===== src/rtl/ecsl_consts.svh =====
// Constants of the engine command/status link: timing, field positions, codes.
// Assumes a 25 ns core clock; included by every end of the link.
`ifndef ECSL_CONSTS_SVH
`define ECSL_CONSTS_SVH

`define ECSL_CLK_NS         25
`define ECSL_SCLK_MIN_NS    2000
`define ECSL_SCLK_MAX_NS    16000
`define ECSL_LINE600_NS     361820
`define ECSL_LINE1200_NS    180910
`define ECSL_LINE_PULSE_CYC 4
`define ECSL_BYTE_BITS      4'h8
`define ECSL_CMD_MAX_BYTES  3'h5
`define ECSL_DATA_MARK_BIT  7
`define ECSL_REPLY_ZERO     6'h00
`define ECSL_REPLY_ERR      6'h3f
`define ECSL_RETRY_MAX      2'h3

`endif


===== src/rtl/ecsl_pkg.sv =====
// Types shared by both ends of the engine command/status link.
// Assumes nothing beyond a SystemVerilog compiler.
package ecsl_pkg;

  typedef enum logic [2:0] {
    eng_idle,
    eng_rx,
    eng_decode,
    eng_reply_wait,
    eng_reply
  } ecsl_eng_st_e;

  typedef enum logic [2:0] {
    ctl_idle,
    ctl_wait_free,
    ctl_send,
    ctl_wait_reply,
    ctl_recv,
    ctl_check
  } ecsl_ctl_st_e;

endpackage


===== src/rtl/ecsl_link_if.sv =====
// Pin bundle between print engine and print controller.
// All lines are one-way; names ending in _n are active low.
`timescale 1ns/1ps
interface ecsl_link_if;
  logic serial_clock;
  logic command_line;
  logic reply_line;
  logic controller_command_busy_n;
  logic engine_reply_busy_n;
  logic host_power_up_done_n;
  logic engine_power_up_done_n;
  logic print_accept_n;
  logic paper_prefeed_request_n;
  logic print_go_n;
  logic line_sync_n;

  modport engine (
    input  serial_clock, command_line, controller_command_busy_n, host_power_up_done_n,
    input  paper_prefeed_request_n, print_go_n,
    output reply_line, engine_reply_busy_n, engine_power_up_done_n, print_accept_n,
    output line_sync_n
  );

  modport ctrl (
    output serial_clock, command_line, controller_command_busy_n, host_power_up_done_n,
    output paper_prefeed_request_n, print_go_n,
    input  reply_line, engine_reply_busy_n, engine_power_up_done_n, print_accept_n,
    input  line_sync_n
  );
endinterface


===== src/rtl/ecsl_sync.sv =====
// Two-flop synchroniser for a group of asynchronous pin inputs.
// Only the second flop of each bit is visible outside.
`timescale 1ns/1ps
module ecsl_sync #(
  parameter int               WIDTH   = 1,
  parameter logic [WIDTH-1:0] RST_VAL = '0
) (
  input  wire logic             i_core_clk,
  input  wire logic             i_rst_b,
  input  wire logic [WIDTH-1:0] i_async,
  output logic      [WIDTH-1:0] o_sync
);
  logic [WIDTH-1:0] meta_ff;
  logic [WIDTH-1:0] sync_ff;

  for (genvar g = 0; g < WIDTH; g++) begin : g_bit
    always_ff @(posedge i_core_clk or negedge i_rst_b) begin
      if (!i_rst_b) begin
        meta_ff[g] <= RST_VAL[g];
        sync_ff[g] <= RST_VAL[g];
      end else begin
        meta_ff[g] <= i_async[g];
        sync_ff[g] <= meta_ff[g];
      end
    end
  end

  assign o_sync = sync_ff;
endmodule // ecsl_sync


===== src/rtl/ecsl_engine.sv =====
// Engine end of the command/status link: receives commands, answers replies,
// drives print-accept and line-sync. Link pins come from another clock domain.
`timescale 1ns/1ps
`include "ecsl_consts.svh"
module ecsl_engine #(
  parameter int LINE_600_CYC  = `ECSL_LINE600_NS / `ECSL_CLK_NS,
  parameter int LINE_1200_CYC = `ECSL_LINE1200_NS / `ECSL_CLK_NS
) (
  input  wire logic        i_core_clk,
  input  wire logic        i_rst_b,
  ecsl_link_if.engine      link,
  input  wire logic        i_engine_ready,
  input  wire logic        i_operator_call,
  input  wire logic        i_pause_diag,
  input  wire logic        i_wait,
  input  wire logic        i_misprint,
  input  wire logic        i_dpi_1200,
  input  wire logic [2:0]  i_hdr_len,
  input  wire logic [5:0]  i_hdr_reply,
  input  wire logic        i_hdr_bad_use,
  output logic      [7:0]  o_cmd_hdr,
  output logic      [23:0] o_cmd_data,
  output logic             o_cmd_valid,
  output logic             o_prefeed,
  output logic             o_print_go
);
  if (LINE_600_CYC > 65535 || LINE_1200_CYC < 2 * `ECSL_LINE_PULSE_CYC) begin : g_chk
    $error("ecsl_engine: line period out of range");
  end

  // Synchronised pins
  logic sclk_s;
  logic cmd_s;
  logic controller_command_busy_s;
  logic hpw_s;
  logic paper_prefeed_request_s;
  logic go_s;

  ecsl_sync #(.WIDTH(6), .RST_VAL(6'h3f)) u_sync (
    .i_core_clk (i_core_clk),
    .i_rst_b    (i_rst_b),
    .i_async    ({link.serial_clock, link.command_line, link.controller_command_busy_n,
                  link.host_power_up_done_n, link.paper_prefeed_request_n,
                  link.print_go_n}),
    .o_sync     ({sclk_s, cmd_s, controller_command_busy_s, hpw_s, paper_prefeed_request_s, go_s})
  );

  // Link state
  ecsl_pkg::ecsl_eng_st_e st_ff;
  ecsl_pkg::ecsl_eng_st_e nxt_st;
  logic [7:0]  sh_ff;
  logic [7:0]  nxt_sh;
  logic [3:0]  bit_ff;
  logic [3:0]  nxt_bit;
  logic [2:0]  idx_ff;
  logic [2:0]  nxt_idx;
  logic [2:0]  need_ff;
  logic [2:0]  nxt_need;
  logic        err_ff;
  logic        nxt_err;
  logic [7:0]  hdr_ff;
  logic [7:0]  nxt_hdr;
  logic [23:0] data_ff;
  logic [23:0] nxt_data;
  logic [7:0]  rep_ff;
  logic [7:0]  nxt_rep;
  logic        valid_ff;
  logic        nxt_valid;
  logic        sclk_q_ff;
  logic        rise;
  logic        fall;
  logic        bad;
  logic        last;
  logic [5:0]  pay;

  assign rise = sclk_s & ~sclk_q_ff;
  assign fall = ~sclk_s & sclk_q_ff;

  always_comb begin
    nxt_st    = st_ff;
    nxt_sh    = sh_ff;
    nxt_bit   = bit_ff;
    nxt_idx   = idx_ff;
    nxt_need  = need_ff;
    nxt_err   = err_ff;
    nxt_hdr   = hdr_ff;
    nxt_data  = data_ff;
    nxt_rep   = rep_ff;
    nxt_valid = 1'b0;
    bad       = 1'b0;
    last      = 1'b0;
    pay       = `ECSL_REPLY_ZERO;
    case (st_ff)
      ecsl_pkg::eng_idle: begin
        if (!controller_command_busy_s) begin
          nxt_bit = 4'h0;
          nxt_st  = ecsl_pkg::eng_rx;
        end
      end
      ecsl_pkg::eng_rx: begin
        if (controller_command_busy_s) begin
          if (idx_ff == 3'h0) begin
            nxt_hdr = sh_ff;
          end
          nxt_st = ecsl_pkg::eng_decode;
        end else if (rise) begin
          nxt_sh = {sh_ff[6:0], cmd_s};
          if (bit_ff != 4'hf) begin
            nxt_bit = bit_ff + 4'h1;
          end
        end
      end
      ecsl_pkg::eng_decode: begin
        bad = ~(^sh_ff) | (bit_ff != `ECSL_BYTE_BITS);
        if (idx_ff == 3'h0) begin
          bad = bad | i_hdr_bad_use | (i_hdr_len == 3'h0)
              | (i_hdr_len > `ECSL_CMD_MAX_BYTES);
          if (bad) begin
            pay = `ECSL_REPLY_ERR;
          end else if (i_hdr_len == 3'h1) begin
            pay       = i_hdr_reply;
            nxt_valid = 1'b1;
          end else begin
            nxt_idx  = 3'h1;
            nxt_need = i_hdr_len;
            nxt_err  = 1'b0;
            nxt_data = '0;
          end
        end else begin
          bad      = bad | ~sh_ff[`ECSL_DATA_MARK_BIT];
          last     = (idx_ff == need_ff - 3'h1);
          nxt_data = {data_ff[17:0], sh_ff[6:1]};
          if (last) begin
            nxt_idx = 3'h0;
            if (err_ff | bad) begin
              pay = `ECSL_REPLY_ERR;
            end else begin
              pay       = i_hdr_reply;
              nxt_valid = 1'b1;
            end
          end else begin
            nxt_idx = idx_ff + 3'h1;
            nxt_err = err_ff | bad;
            pay     = bad ? `ECSL_REPLY_ERR : `ECSL_REPLY_ZERO;
          end
        end
        nxt_rep = {1'b0, pay, ~(^pay)};
        nxt_st  = ecsl_pkg::eng_reply_wait;
      end
      ecsl_pkg::eng_reply_wait: begin
        if (controller_command_busy_s && !hpw_s) begin
          nxt_bit = 4'h0;
          nxt_st  = ecsl_pkg::eng_reply;
        end
      end
      ecsl_pkg::eng_reply: begin
        if (!controller_command_busy_s || hpw_s) begin
          nxt_st = ecsl_pkg::eng_idle;
        end else if (bit_ff == `ECSL_BYTE_BITS) begin
          nxt_st = ecsl_pkg::eng_idle;
        end else if (rise) begin
          nxt_bit = bit_ff + 4'h1;
        end else if (fall && bit_ff != 4'h0) begin
          nxt_rep = {rep_ff[6:0], 1'b0};
        end
      end
      default: nxt_st = ecsl_pkg::eng_idle;
    endcase
    if (hpw_s) begin
      nxt_idx = 3'h0;
      nxt_st  = ecsl_pkg::eng_idle;
    end
  end

  always_ff @(posedge i_core_clk or negedge i_rst_b) begin
    if (!i_rst_b) begin
      st_ff     <= ecsl_pkg::eng_idle;
      sh_ff     <= 8'h00;
      bit_ff    <= 4'h0;
      idx_ff    <= 3'h0;
      need_ff   <= 3'h0;
      err_ff    <= 1'b0;
      hdr_ff    <= 8'h00;
      data_ff   <= 24'h000000;
      rep_ff    <= 8'h00;
      valid_ff  <= 1'b0;
      sclk_q_ff <= 1'b1;
    end else begin
      st_ff     <= nxt_st;
      sh_ff     <= nxt_sh;
      bit_ff    <= nxt_bit;
      idx_ff    <= nxt_idx;
      need_ff   <= nxt_need;
      err_ff    <= nxt_err;
      hdr_ff    <= nxt_hdr;
      data_ff   <= nxt_data;
      rep_ff    <= nxt_rep;
      valid_ff  <= nxt_valid;
      sclk_q_ff <= sclk_s;
    end
  end

  // Print accept and request intake
  logic acc_n_ff;
  logic nxt_acc_n;
  logic paper_prefeed_request_q_ff;
  logic go_q_ff;
  logic prefeed_ff;
  logic nxt_prefeed;
  logic go_ff;
  logic nxt_go;

  always_comb begin
    nxt_acc_n   = i_operator_call | i_pause_diag | i_wait | i_misprint
                | ~i_engine_ready;
    nxt_prefeed = ~paper_prefeed_request_s & paper_prefeed_request_q_ff & ~acc_n_ff;
    nxt_go      = ~go_s & go_q_ff & ~acc_n_ff;
  end

  always_ff @(posedge i_core_clk or negedge i_rst_b) begin
    if (!i_rst_b) begin
      acc_n_ff   <= 1'b1;
      paper_prefeed_request_q_ff  <= 1'b1;
      go_q_ff    <= 1'b1;
      prefeed_ff <= 1'b0;
      go_ff      <= 1'b0;
    end else begin
      acc_n_ff   <= nxt_acc_n;
      paper_prefeed_request_q_ff  <= paper_prefeed_request_s;
      go_q_ff    <= go_s;
      prefeed_ff <= nxt_prefeed;
      go_ff      <= nxt_go;
    end
  end

  // Line-sync generator
  logic [15:0] lcnt_ff;
  logic [15:0] nxt_lcnt;
  logic        line_n_ff;
  logic        nxt_line_n;
  logic [15:0] period;

  always_comb begin
    period     = i_dpi_1200 ? 16'(LINE_1200_CYC) : 16'(LINE_600_CYC);
    nxt_lcnt   = (lcnt_ff >= period - 16'h0001) ? 16'h0000 : lcnt_ff + 16'h0001;
    nxt_line_n = ~(nxt_lcnt < 16'(`ECSL_LINE_PULSE_CYC));
  end

  always_ff @(posedge i_core_clk or negedge i_rst_b) begin
    if (!i_rst_b) begin
      lcnt_ff   <= 16'hffff;
      line_n_ff <= 1'b1;
    end else begin
      lcnt_ff   <= nxt_lcnt;
      line_n_ff <= nxt_line_n;
    end
  end

  assign link.reply_line             = rep_ff[7];
  assign link.engine_reply_busy_n    = (st_ff != ecsl_pkg::eng_reply);
  assign link.engine_power_up_done_n = ~i_engine_ready;
  assign link.print_accept_n         = acc_n_ff;
  assign link.line_sync_n            = line_n_ff;
  assign o_cmd_hdr                   = hdr_ff;
  assign o_cmd_data                  = data_ff;
  assign o_cmd_valid                 = valid_ff;
  assign o_prefeed                   = prefeed_ff;
  assign o_print_go                  = go_ff;
endmodule // ecsl_engine


===== src/flat_wrapper.sv =====
// flat-port wrapper written by rule: the top's interface ports become plain ports
module ecsl_engine_flat 
#(
  parameter int LINE_600_CYC  = `ECSL_LINE600_NS / `ECSL_CLK_NS,
  parameter int LINE_1200_CYC = `ECSL_LINE1200_NS / `ECSL_CLK_NS
)
  (i_core_clk, i_rst_b, i_engine_ready, i_operator_call, i_pause_diag, i_wait, i_misprint, i_dpi_1200, i_hdr_len, i_hdr_reply, i_hdr_bad_use, o_cmd_hdr, o_cmd_data, o_cmd_valid, o_prefeed, o_print_go, link_serial_clock, link_command_line, link_controller_command_busy_n, link_host_power_up_done_n, link_paper_prefeed_request_n, link_print_go_n, link_reply_line, link_engine_reply_busy_n, link_engine_power_up_done_n, link_print_accept_n, link_line_sync_n);
  ecsl_link_if link_i ();
  input  wire logic i_core_clk;
  input  wire logic i_rst_b;
  input  wire logic i_engine_ready;
  input  wire logic i_operator_call;
  input  wire logic i_pause_diag;
  input  wire logic i_wait;
  input  wire logic i_misprint;
  input  wire logic i_dpi_1200;
  input  wire logic [2:0] i_hdr_len;
  input  wire logic [5:0] i_hdr_reply;
  input  wire logic i_hdr_bad_use;
  output logic      [7:0] o_cmd_hdr;
  output logic      [23:0] o_cmd_data;
  output logic o_cmd_valid;
  output logic o_prefeed;
  output logic o_print_go;
  input wire logic [$bits(link_i.serial_clock)-1:0] link_serial_clock;
  input wire logic [$bits(link_i.command_line)-1:0] link_command_line;
  input wire logic [$bits(link_i.controller_command_busy_n)-1:0] link_controller_command_busy_n;
  input wire logic [$bits(link_i.host_power_up_done_n)-1:0] link_host_power_up_done_n;
  input wire logic [$bits(link_i.paper_prefeed_request_n)-1:0] link_paper_prefeed_request_n;
  input wire logic [$bits(link_i.print_go_n)-1:0] link_print_go_n;
  output wire logic [$bits(link_i.reply_line)-1:0] link_reply_line;
  output wire logic [$bits(link_i.engine_reply_busy_n)-1:0] link_engine_reply_busy_n;
  output wire logic [$bits(link_i.engine_power_up_done_n)-1:0] link_engine_power_up_done_n;
  output wire logic [$bits(link_i.print_accept_n)-1:0] link_print_accept_n;
  output wire logic [$bits(link_i.line_sync_n)-1:0] link_line_sync_n;
  assign link_i.serial_clock = link_serial_clock;
  assign link_i.command_line = link_command_line;
  assign link_i.controller_command_busy_n = link_controller_command_busy_n;
  assign link_i.host_power_up_done_n = link_host_power_up_done_n;
  assign link_i.paper_prefeed_request_n = link_paper_prefeed_request_n;
  assign link_i.print_go_n = link_print_go_n;
  assign link_reply_line = link_i.reply_line;
  assign link_engine_reply_busy_n = link_i.engine_reply_busy_n;
  assign link_engine_power_up_done_n = link_i.engine_power_up_done_n;
  assign link_print_accept_n = link_i.print_accept_n;
  assign link_line_sync_n = link_i.line_sync_n;
  ecsl_engine #(.LINE_600_CYC(LINE_600_CYC), .LINE_1200_CYC(LINE_1200_CYC)) u_core (.i_core_clk(i_core_clk), .i_rst_b(i_rst_b), .link(link_i), .i_engine_ready(i_engine_ready), .i_operator_call(i_operator_call), .i_pause_diag(i_pause_diag), .i_wait(i_wait), .i_misprint(i_misprint), .i_dpi_1200(i_dpi_1200), .i_hdr_len(i_hdr_len), .i_hdr_reply(i_hdr_reply), .i_hdr_bad_use(i_hdr_bad_use), .o_cmd_hdr(o_cmd_hdr), .o_cmd_data(o_cmd_data), .o_cmd_valid(o_cmd_valid), .o_prefeed(o_prefeed), .o_print_go(o_print_go));
endmodule

===== config.mk =====
export PLATFORM = sky130hd
export DESIGN_NAME = ecsl_engine_flat
export DESIGN_NICKNAME = d
export VERILOG_FILES = /design/src/rtl/ecsl_pkg.sv /design/src/rtl/ecsl_link_if.sv /design/src/rtl/ecsl_sync.sv /design/src/rtl/ecsl_engine.sv /design/src/flat_wrapper.sv
export VERILOG_INCLUDE_DIRS = /design/src /design/src/rtl
export SDC_FILE = /design/constraint.sdc
export NUM_CORES = 1
export LEC_CHECK = 0
export BUFFER_PORTS_ARGS = -buffer_cell sky130_fd_sc_hd__buf_4
export CAP_MARGIN = 20
export CORE_AREA = 2 2 73 127
export CTS_BUF_LIST = sky130_fd_sc_hd__clkbuf_8
export CTS_CLUSTER_SIZE = 10
export DETAILED_ROUTE_END_ITERATION = 8
export DIE_AREA = 0 0 75 129
export PLACE_DENSITY_LB_ADDON = 0.1
export SLEW_MARGIN = 25
export SYNTH_ARGS = -nofsm -noshare
export SYNTH_HDL_FRONTEND = slang
export SYNTH_SLANG_ARGS = --single-unit

===== constraint.sdc =====
create_clock -name i_core_clk -period 2.5 [get_ports i_core_clk]
set_input_delay 0.375 -clock i_core_clk [delete_from_list [all_inputs] [get_ports i_core_clk]]
set_output_delay 0.375 -clock i_core_clk [all_outputs]
set_load 0.01 [all_outputs]

* After elaboration in Yosys (flattened, before gate mapping) *
Index checks and enable logic that the tools add are counted.

storage, ports and cells
  bits in registers = 98
  input bits = 24
  logic and storage cells = 168

operators by class
  add/sub/neg operators = 5
  magnitude comparators = 3
  equality and inequality tests = 29
  muxes and demuxes = 49
  bitwise logic cells = 29
  reductions and logical operators = 23

operator list
  kind                                                 number
  two-way mux 24 bit                                   3
  two-way mux 6 bit                                    7
  two-way mux 3 bit                                    12
  two-way mux 4 bit                                    8
  two-way mux 8 bit                                    4
  adder 16 x 1 -> 16 bit, second input constant        1
  >= comparator 16 bit                                 1
  < comparator 16 x 3 -> 1 bit, second input constant  1
  two-way mux 16 bit                                   1
  case mux 4 bit (4 select lines)                      1
  case mux 8 bit (2 select lines)                      1
  subtractor 16 x 1 -> 16 bit, second input constant   1
  != test 3 bit, second input constant                 5
  case mux 3 bit (5 select lines)                      1
  two-way mux 14 bit                                   1
  != test 2 bit, second input constant                 7
  inverter 1 bit                                       13
  != test 2 x 1 -> 1 bit, second input constant        6
  AND reduction 3 bit                                  4
  AND reduction 4 bit                                  3
  two-way mux 1 bit                                    10
  OR 1 bit                                             10
  zero test 3 bit                                      3
  AND reduction 9 bit                                  1
  other kinds (21)                                     33

* Depth between registers and ports, before layout *
Gate-level depths: netlist of run 1.

  word-level depth = 12
  gate-level depth with buffers = 10

* Modules after synthesis *
A second synthesis of run 1 with hierarchy kept.

second synthesis, totals
  cells, all modules = 422
  area total of the unflattened synthesis = 4727.0 sq um

modules (own cells, without submodules)
  module       instances  cells an instance  area an instance (sq um)  sequential area each (sq um)
  ecsl_engine  1          410                4411.7                    2178.3
  ecsl_sync    1          12                 315.3                     315.3

* Worst setup path after synthesis of run 1 *
OpenSTA, ideal clock, no wires.

  path kind = reg2reg
  start = register u_core.idx_ff[0]
  end = register u_core.rep_ff[0]
  library setup time = 0.126 ns
  arrival = 2.027 ns
  setup slack = 0.346 ns
  stages on the path, launching flop included = 9
  cells stage by stage = dfrtp_1 -> inv_1 -> ha_1 -> nand2b_4 -> a2111o_1 -> nand2_1 -> or4b_1 -> xor2_1 -> o21ai_2

between the ends
  word-level cells in the longest chain between the ends = 7
  elaborated cells between the ends (all ways) = 8
  those cells by class = 1 x eq/ne; 4 x mux; 1 x bitwise; 2 x reduce/logical

RTL lines
  element                            line                text
  start, declared                    ecsl_engine.sv:55   logic [2:0] idx_ff;
  start signal, assigned             ecsl_engine.sv:192  idx_ff <= nxt_idx;
  == test 3 bit                      ecsl_engine.sv:131  last = (idx_ff == need_ff - 3'h1);
  two-way mux 6 bit                  ecsl_engine.sv:133  if (last) begin
  two-way mux 6 bit *                ecsl_engine.sv:115  if (idx_ff == 3'h0) begin
  two-way mux 6 bit *                ecsl_engine.sv:93   case (st_ff)
  parity 6 bit *                     ecsl_engine.sv:147  nxt_rep = {1'b0, pay, ~(^pay)};
  inverter 1 bit *                   ecsl_engine.sv:147
  case mux 8 bit (2 select lines) *  ecsl_engine.sv:93
  end signal, assigned               ecsl_engine.sv:197  rep_ff <= nxt_rep;
  end, declared                      ecsl_engine.sv:65   logic [7:0] rep_ff;

Every way passes the cells marked *; elsewhere a longest branch is shown, timed or not. The select of a mux whose other input is x is not followed.
A chain may end at the register's enable or synchronous reset.

* Worst setup path in the final report of run 1 *
Same ends and word-level chain as after synthesis.

==> results.md, run 1 <==
* Die width at 75 um
* Synth Instances at 414
* Initial antenna violation count at 0
* Syn. warnings at 0
* # setup viols final at 0
* Combinational power share at between 15 and 20%
* Hold slack at -0.0115 ns
* CP Launch Type: flip-flop
* Routed length per placed instance at 16.2 um
* Worst min path class: in -> async
* Pleak at 0.00247 uW
* Sequential power share at 53.2%
* Share of cells above drive strength 1 at between 30% and 40%
* Nets at 512
* GRT Total Usage at 22.1%
* Synthesis-to-finish area growth at 16.5%
* Final min period at about 2.3 ns
* Drt drc at 0
* Ys flop type: dfrtp_1
* Reg clk slew, reported paths at ~0.09 ns
* Status: finished with violations
* GPL Wtd Cong at 0.969
* Post-Synthesis Cell Area at 4740 um2
* CTS Buffer Depth at 2
* Post-synth EDFFs at 0
* Int Pwr at approximately 2500 uW
* Asr flop ratio synth at between 90% and 100%
* Drt first-iter violations at 296
* Vias per cell at 5.63
* Critical Path AT at 2.55 ns
* DP HPWL at just over 7 mm
* Number of global-route vias before repair at 3442
* Hold buffer count at CTS at 0
* Total Power at around 3400 uW
* Measured slew at the worst slew-check pin at about 0.73 ns
* Area of the die at between 9000 and 10000 um2
* Critical Path, Cell by Cell: inv_1 > ha_1 > nand2b_4 > a2111o_1 > nand2_1 > or4b_1 > xor2_1 > o21ai_2
* Max Freq at between 0.4 and 0.5 GHz
* Switching part of the total at 27.9%
* Setup Buffers After CTS at 0
* Power Density at 619 nW/um2
* Worst ir drop on vdd at 414 uV
* Yosys reg bits at 98
* Max stage delay cell, worst path: a2111o_1
* Failing checks: negative hold slack
* Largest stage delay, worst path at 0.52 ns
* Num CTS Buffers at 9
* Die Ht at 129 um
* FP Rows at 45
* Worst r2r src: u_core.idx_ff[0]
* TNS Setup at 0 ns
* Post-CTS Resized at 0
* IO Port Bufs at 63
* R2R cell count at 8
* Peak fanout along the critical path at 7
* Critical path origin: u_core.idx_ff[0]
* Max Slew Vio Count at 0
* Rel. slew slack at 51.6%
* Initial core utilization at 55.0%
* Worst-Skew Late Latency at ~0.37 ns
* Layout Skew at 0.0107 ns
* Clock power frac at a little under a third
* Post-synthesis average cell area at 11.4 um2
* WS Path Type: reg -> reg
* Count of TritonRoute iterations in the first routing pass at 4
* Cell variety after synth at 69
* Sequential-to-total area share from yosys stat at about 53%
* Count of final hold-check violations at 4
* Max-Cap Viols at 0
* Inserted Diodes at 0
* Flop2flop setup slack at 0.21 ns
* Core Area at 8610 um2
* TritonCTS clock tree: built
* Grt ovf at 0
* Commonest non-fill, non-tap cell in the layout: buf_4
* RSZ-0062 raised after global routing: false
* Post-Route WL at 9.68 mm
* Vias at 3374
* DRT antenna net count at 0
* Final worst path period share at 91.4%
* Root Buffer: clkbuf_8
* Io pins at 64
* WP data required at roughly 2.8 ns
* Htree depth at 3
* Switching power at around 950 uW
* Most frequent cells in the layout: 70 x buf_4, 65 x dfrtp_1, 34 x nor2_1
* Largest net degree at the start of global routing at 54
* Crit. End Element: flip-flop
* Clock Sinks at 98
* First-pass GRT wire length at 16.4 mm
* Synth Net Count at 449
[per-layer routing]
layer	track usage [%]	routed length, um	part of all wire (%)	vias up
li1	-	-	-	1600
met1	26.4	3820	39	1665
met2	37.5	5290	55	81
met3	4.93	305	3.2	28
met4	9.03	263	2.7	0
met5	0	0	0	-
[synth_stat cells (4+ instances only)]
cell	instances	area, um2
dfrtp_1	65	1630
nor2_1	34	128
dfstp_2	33	867
a22o_1	27	236
nand2_1	26	97.6
xnor2_1	18	158
inv_1	17	63.8
mux2_2	17	191
xor2_1	15	131
nor3_1	13	65.1
o21ai_0	12	60.1
ha_1	11	138
nand3_1	11	55.1
clkbuf_1	10	37.5
nand4_1	7	43.8
a21oi_1	6	30.0
nand2b_1	5	31.3
a221oi_1	4	35.0
a31oi_1	4	25.0
buf_6	4	45.0
nor3b_1	4	30.0
[state kept, by name, summed over array words and instances, names as in the netlist, 4 cells and up]
signal / flops
u_core.o_cmd_data: 24
u_core.lcnt_ff: 16
u_core.o_cmd_hdr: 8
u_core.rep_ff: 8
u_core.sh_ff: 8
u_core.u_sync.meta_ff: 6
u_core.u_sync.o_sync: 6
u_core.bit_ff: 4
[power groups by stage]
| stage | clock network [uW] | registers, uW | logic [uW] |
|---|---|---|---|
| after floorplan | 0 | 1810 | 388 |
| after global placement | 0 | 1850 | 551 |
| after detailed placement | 0 | 1850 | 567 |
| after CTS | 1070 | 1820 | 568 |
| after global routing | 1140 | 1840 | 619 |
| final | 1040 | 1820 | 561 |
[final timing paths]
check	endpoint
worst max-delay path	u_core.rep_ff[0]
worst min-delay path	u_core.rep_ff[1]
worst max register to register	u_core.rep_ff[0]
worst min register to register	u_core.u_sync.o_sync[3]
max in group asynchronous	u_core.lcnt_ff[14]
min in group i_core_clk	u_core.u_sync.meta_ff[0]
[cell families after synthesis]
group / synth area share (%)
simple gates: 14.9
flops: 52.6
compound gates: 14.7
buf+inv: 3.75
xor+xnor: 6.79
mux: 4.25
fa+ha+maj: 2.91
other cells: 0.0792
[worst max-delay path, delay by kind of cell (launching register included)]
| family | cells | cell delay, ns |
|---|---|---|
| and+or+nand+nor | 3 | 0.67 |
| AOI/OAI and AO/OA | 2 | 0.58 |
| DFF | 1 | 0.43 |
| adders and majority gates | 1 | 0.23 |
| xor gates and xnor gates | 1 | 0.18 |
| buffers and inverters | 1 | 0.09 |
[per-stage QoR]
stage / cell area (um2) / util, % / setup WS [ns] / instances / hold WS (ns)
5_1_grt: 5520 / 64.1 / 0.0648 / 599 / 0.0325
2_1_floorplan: 4740 / - / 0.346 / 414 / 0.0794
4_1_cts: 5520 / 64.1 / 0.221 / 599 / 0.0104
6_report: 5520 / 64.1 / 0.214 / 599 / -0.0115
3_3_place_gp: 5320 / 61.7 / 0.273 / 583 / 0.347
3_5_place_dp: 5320 / 61.7 / 0.224 / 583 / 0.347
[cell type report]
cell class	instances	area [um2]
Fill cell	696	3090
Sequential cell	98	2490
Multi-Input combinational cell	279	2070
Timing Repair Buffer	71	546
Tap cell	117	146
Clock buffer	10	138
Inverter	18	67.6
Clock inverter	6	63.8
Note: power is estimated with default switching activity, not from simulation.
==> run 2, diff against run 1 <==
--- a/config.mk
+++ b/config.mk
@@ -8,12 +8,13 @@
 export LEC_CHECK = 0
 export BUFFER_PORTS_ARGS = -buffer_cell sky130_fd_sc_hd__buf_4
 export CAP_MARGIN = 20
-export CORE_AREA = 2 2 73 127
+export CORE_AREA = 2 2 110 85
 export CTS_BUF_LIST = sky130_fd_sc_hd__clkbuf_8
 export CTS_CLUSTER_SIZE = 10
 export DETAILED_ROUTE_END_ITERATION = 8
-export DIE_AREA = 0 0 75 129
+export DIE_AREA = 0 0 112 87
 export PLACE_DENSITY_LB_ADDON = 0.1
+export SETUP_SLACK_MARGIN = 0.15
 export SLEW_MARGIN = 25
 export SYNTH_ARGS = -nofsm -noshare
 export SYNTH_HDL_FRONTEND = slang
==> results.md, run 2 (synthesized netlist as in run 1, its figures left out) <==
* Final worst path period share at 87.1% (-4.3 points)
* Max stage delay cell, worst path: dfrtp_1
* Io pins at 64 (unchanged)
* Critical Path AT at 2.43 ns (-0.12 ns)
* Number of global-route vias before repair at 3272 (-4.9%)
* RSZ-0062 raised after global routing: false
* Die width at 112 um (+49%)
* Flop2flop setup slack at 0.32 ns (+0.11 ns)
* Share of cells above drive strength 1 at 33.1% (+0.76 points)
* Vias per cell at 5.58 (-0.98%)
* Most frequent cells in the layout: 76 x buf_4, 65 x dfrtp_1, 34 x nor2_1
* Min-Delay Startpoint: link_controller_command_busy_n
* Hold slack at 0.111 ns (+0.122 ns)
* Count of final hold-check violations at 0 (-4)
* IO Port Bufs at 63 (unchanged)
* Post-route cell area at 5560 um2 (+0.79%)
* Worst-Skew Late Latency at 0.36 ns (about the same)
* Worst min path class: in -> reg
* TritonCTS clock tree: built
* Num CTS Buffers at 9 (unchanged)
* Grt ovf at 0 (unchanged)
* CP delay by family, top: compound AO/OA/AOI/OAI gates
* Final min period at 2.18 ns (-0.108 ns)
* Worst ir drop on vdd at 614 uV (+48%)
* Max Slew Vio Count at 0 (unchanged)
* Commonest non-fill, non-tap cell in the layout: buf_4
* Inst Count DP at 584 (+0.17%)
* Drt first-iter violations at 218 (-26%)
* Max reg flops at 24 (unchanged)
* CP Launch Type: flip-flop
* Routed length per placed instance at 16.1 um (about the same)
* Largest net degree at the start of global routing at 43 (-20%)
* Initial antenna violation count at 0 (unchanged)
* Initial core utilization at 53.9% (-1.1 points)
* GPL Wtd Cong at 0.920 (-5.0%)
* Status: completed
* Power Density at 605 nW/um2 (-2.4%)
* Largest stage delay, worst path at 0.42 ns (-0.10 ns)
* Critical Path, Cell by Cell: inv_1 > ha_1 > and2b_2 > a31o_2 > nor2_2 > a31oi_4 > buf_12 > a22o_1
* Root Buffer: clkbuf_8
* Reg clk slew, reported paths at 0.09 ns (about the same)
* Rel. slew slack at 62.5% (+11 points)
* Drt drc at 0 (unchanged)
* Share of the core filled with cells at 63.3% (-0.73 points)
* CTS Buffer Depth at 2 (unchanged)
* Clock Sinks at 98 (unchanged)
* WP buf/inv at 2 (+1)
* Die Ht at 87 um (-33%)
* Crit. End Element: flip-flop
* Core Area at 8780 um2 (+2.0%)
* WS Path Type: reg -> reg
* WP data required at 2.75 ns (-0.02 ns)
* Max Freq at 0.459 GHz (+5.0%)
* Synthesis-to-finish area growth at 17.5%
* Pleak at 0.00251 uW (+1.6%)
* Fillers at 725 (+4.2%)
* DP HPWL at 7.13 mm (about the same)
* TNS Setup at 0 ns (unchanged)
* Non-filler cells, final at 601 (+0.33%)
* Post-Route WL at 9.70 mm (+0.27%)
* Peak fanout along the critical path at 15 (+8)
* Setup Buffers After CTS at 0 (unchanged)
* Vias at 3352 (-0.65%)
* # setup viols final at 0 (unchanged)
* Placed cell area at 5360 um2 (+0.73%)
* Layout Skew at 0.00923 ns (-0.00145 ns)
* FP Rows at 30 (-33%)
* Max-Cap Viols at 0 (unchanged)
* Inserted Diodes at 0 (unchanged)
* DRT antenna net count at 0 (unchanged)
* First-pass GRT wire length at 16.5 mm (+0.84%)
* Area of the die at 9740 um2 (+0.71%)
* Worst r2r src: u_core.idx_ff[0]
* GRT Total Usage at 21.3% (-0.72 points)
* Nets at 519 (+1.4%)
* Htree depth at 3 (unchanged)
* Measured slew at the worst slew-check pin at 0.561 ns (-0.166 ns)
* Count of TritonRoute iterations in the first routing pass at 4 (unchanged)
* Critical path origin: u_core.idx_ff[0]
==> run 2: cell count changes in the layout (fill, tap and decap cells not counted), sizes merged <==
cell | before | now
buf | 71 | 77
bufinv | 1 | 0
clkinv | 1 | 2
clkinvlp | 1 | 0
dlygate4sd3 | 0 | 1
inv | 21 | 22
==> run 2: repair_timing <==
| action | CTS | global route |
|---|---|---|
| hold buffers | 1 | 0 |
| endpoints found under the setup margin | 0 | 6 |
| endpoints found under the hold margin | 21 | 0 |
| gates resized for setup | 0 | 3 |
==> run 2: layer usage <==
layer,GRT usage (%),vias to the layer above,wire [um]
met5,0,-,0
met4,4.88,0,57
met3,5.22,4,518
met2,31.7,82,4260
met1,32.0,1637,4870
li1,-,1629,-
==> run 2: cell type report <==
class                           instances  area, um2  area share, %
Multi-Input combinational cell        279       2080           37.4
Clock inverter                          6       42.5          0.765
Clock buffer                           10        138           2.47
Sequential cell                        98       2490           44.8
Timing Repair Buffer                   78        601           10.8
Tap cell                              112        140           2.52
Inverter                               18       67.6           1.21
==> run 2: metrics by stage <==
stage / power (uW) / setup slack, ns
final: 3360 / 0.322
after global routing: 3550 / 0.163
after CTS: 3390 / 0.269
after detailed placement: 2440 / 0.277
after global placement: 2430 / 0.369
after floorplan: 2200 / 0.346
==> run 2: power breakdown <==
group | internal (uW) | total, uW | switching, uW
clock network | 393 | 938 | 545
registers | 1720 | 1820 | 104
logic | 281 | 605 | 324
==> run 2: path summary, 6_finish.rpt <==
kind / endpoint / depth (start not counted)
worst max-delay path: u_core.o_cmd_data[18] / 8
worst min-delay path: u_core.u_sync.meta_ff[3] / 1
worst max register to register: u_core.o_cmd_data[18] / 8
worst min register to register: u_core.u_sync.o_sync[2] / 0
max in group asynchronous: u_core.sclk_q_ff / 3
min in group asynchronous: u_core.rep_ff[2] / 2
==> run 2: worst reg2reg max path, delay by kind of cell, from the launching register on <==
kind / cells / cell delay (ns)
compound gates: 3 / 0.66
flops: 1 / 0.42
simple gates: 2 / 0.41
buf+inv: 2 / 0.31
fa+ha+maj: 1 / 0.26
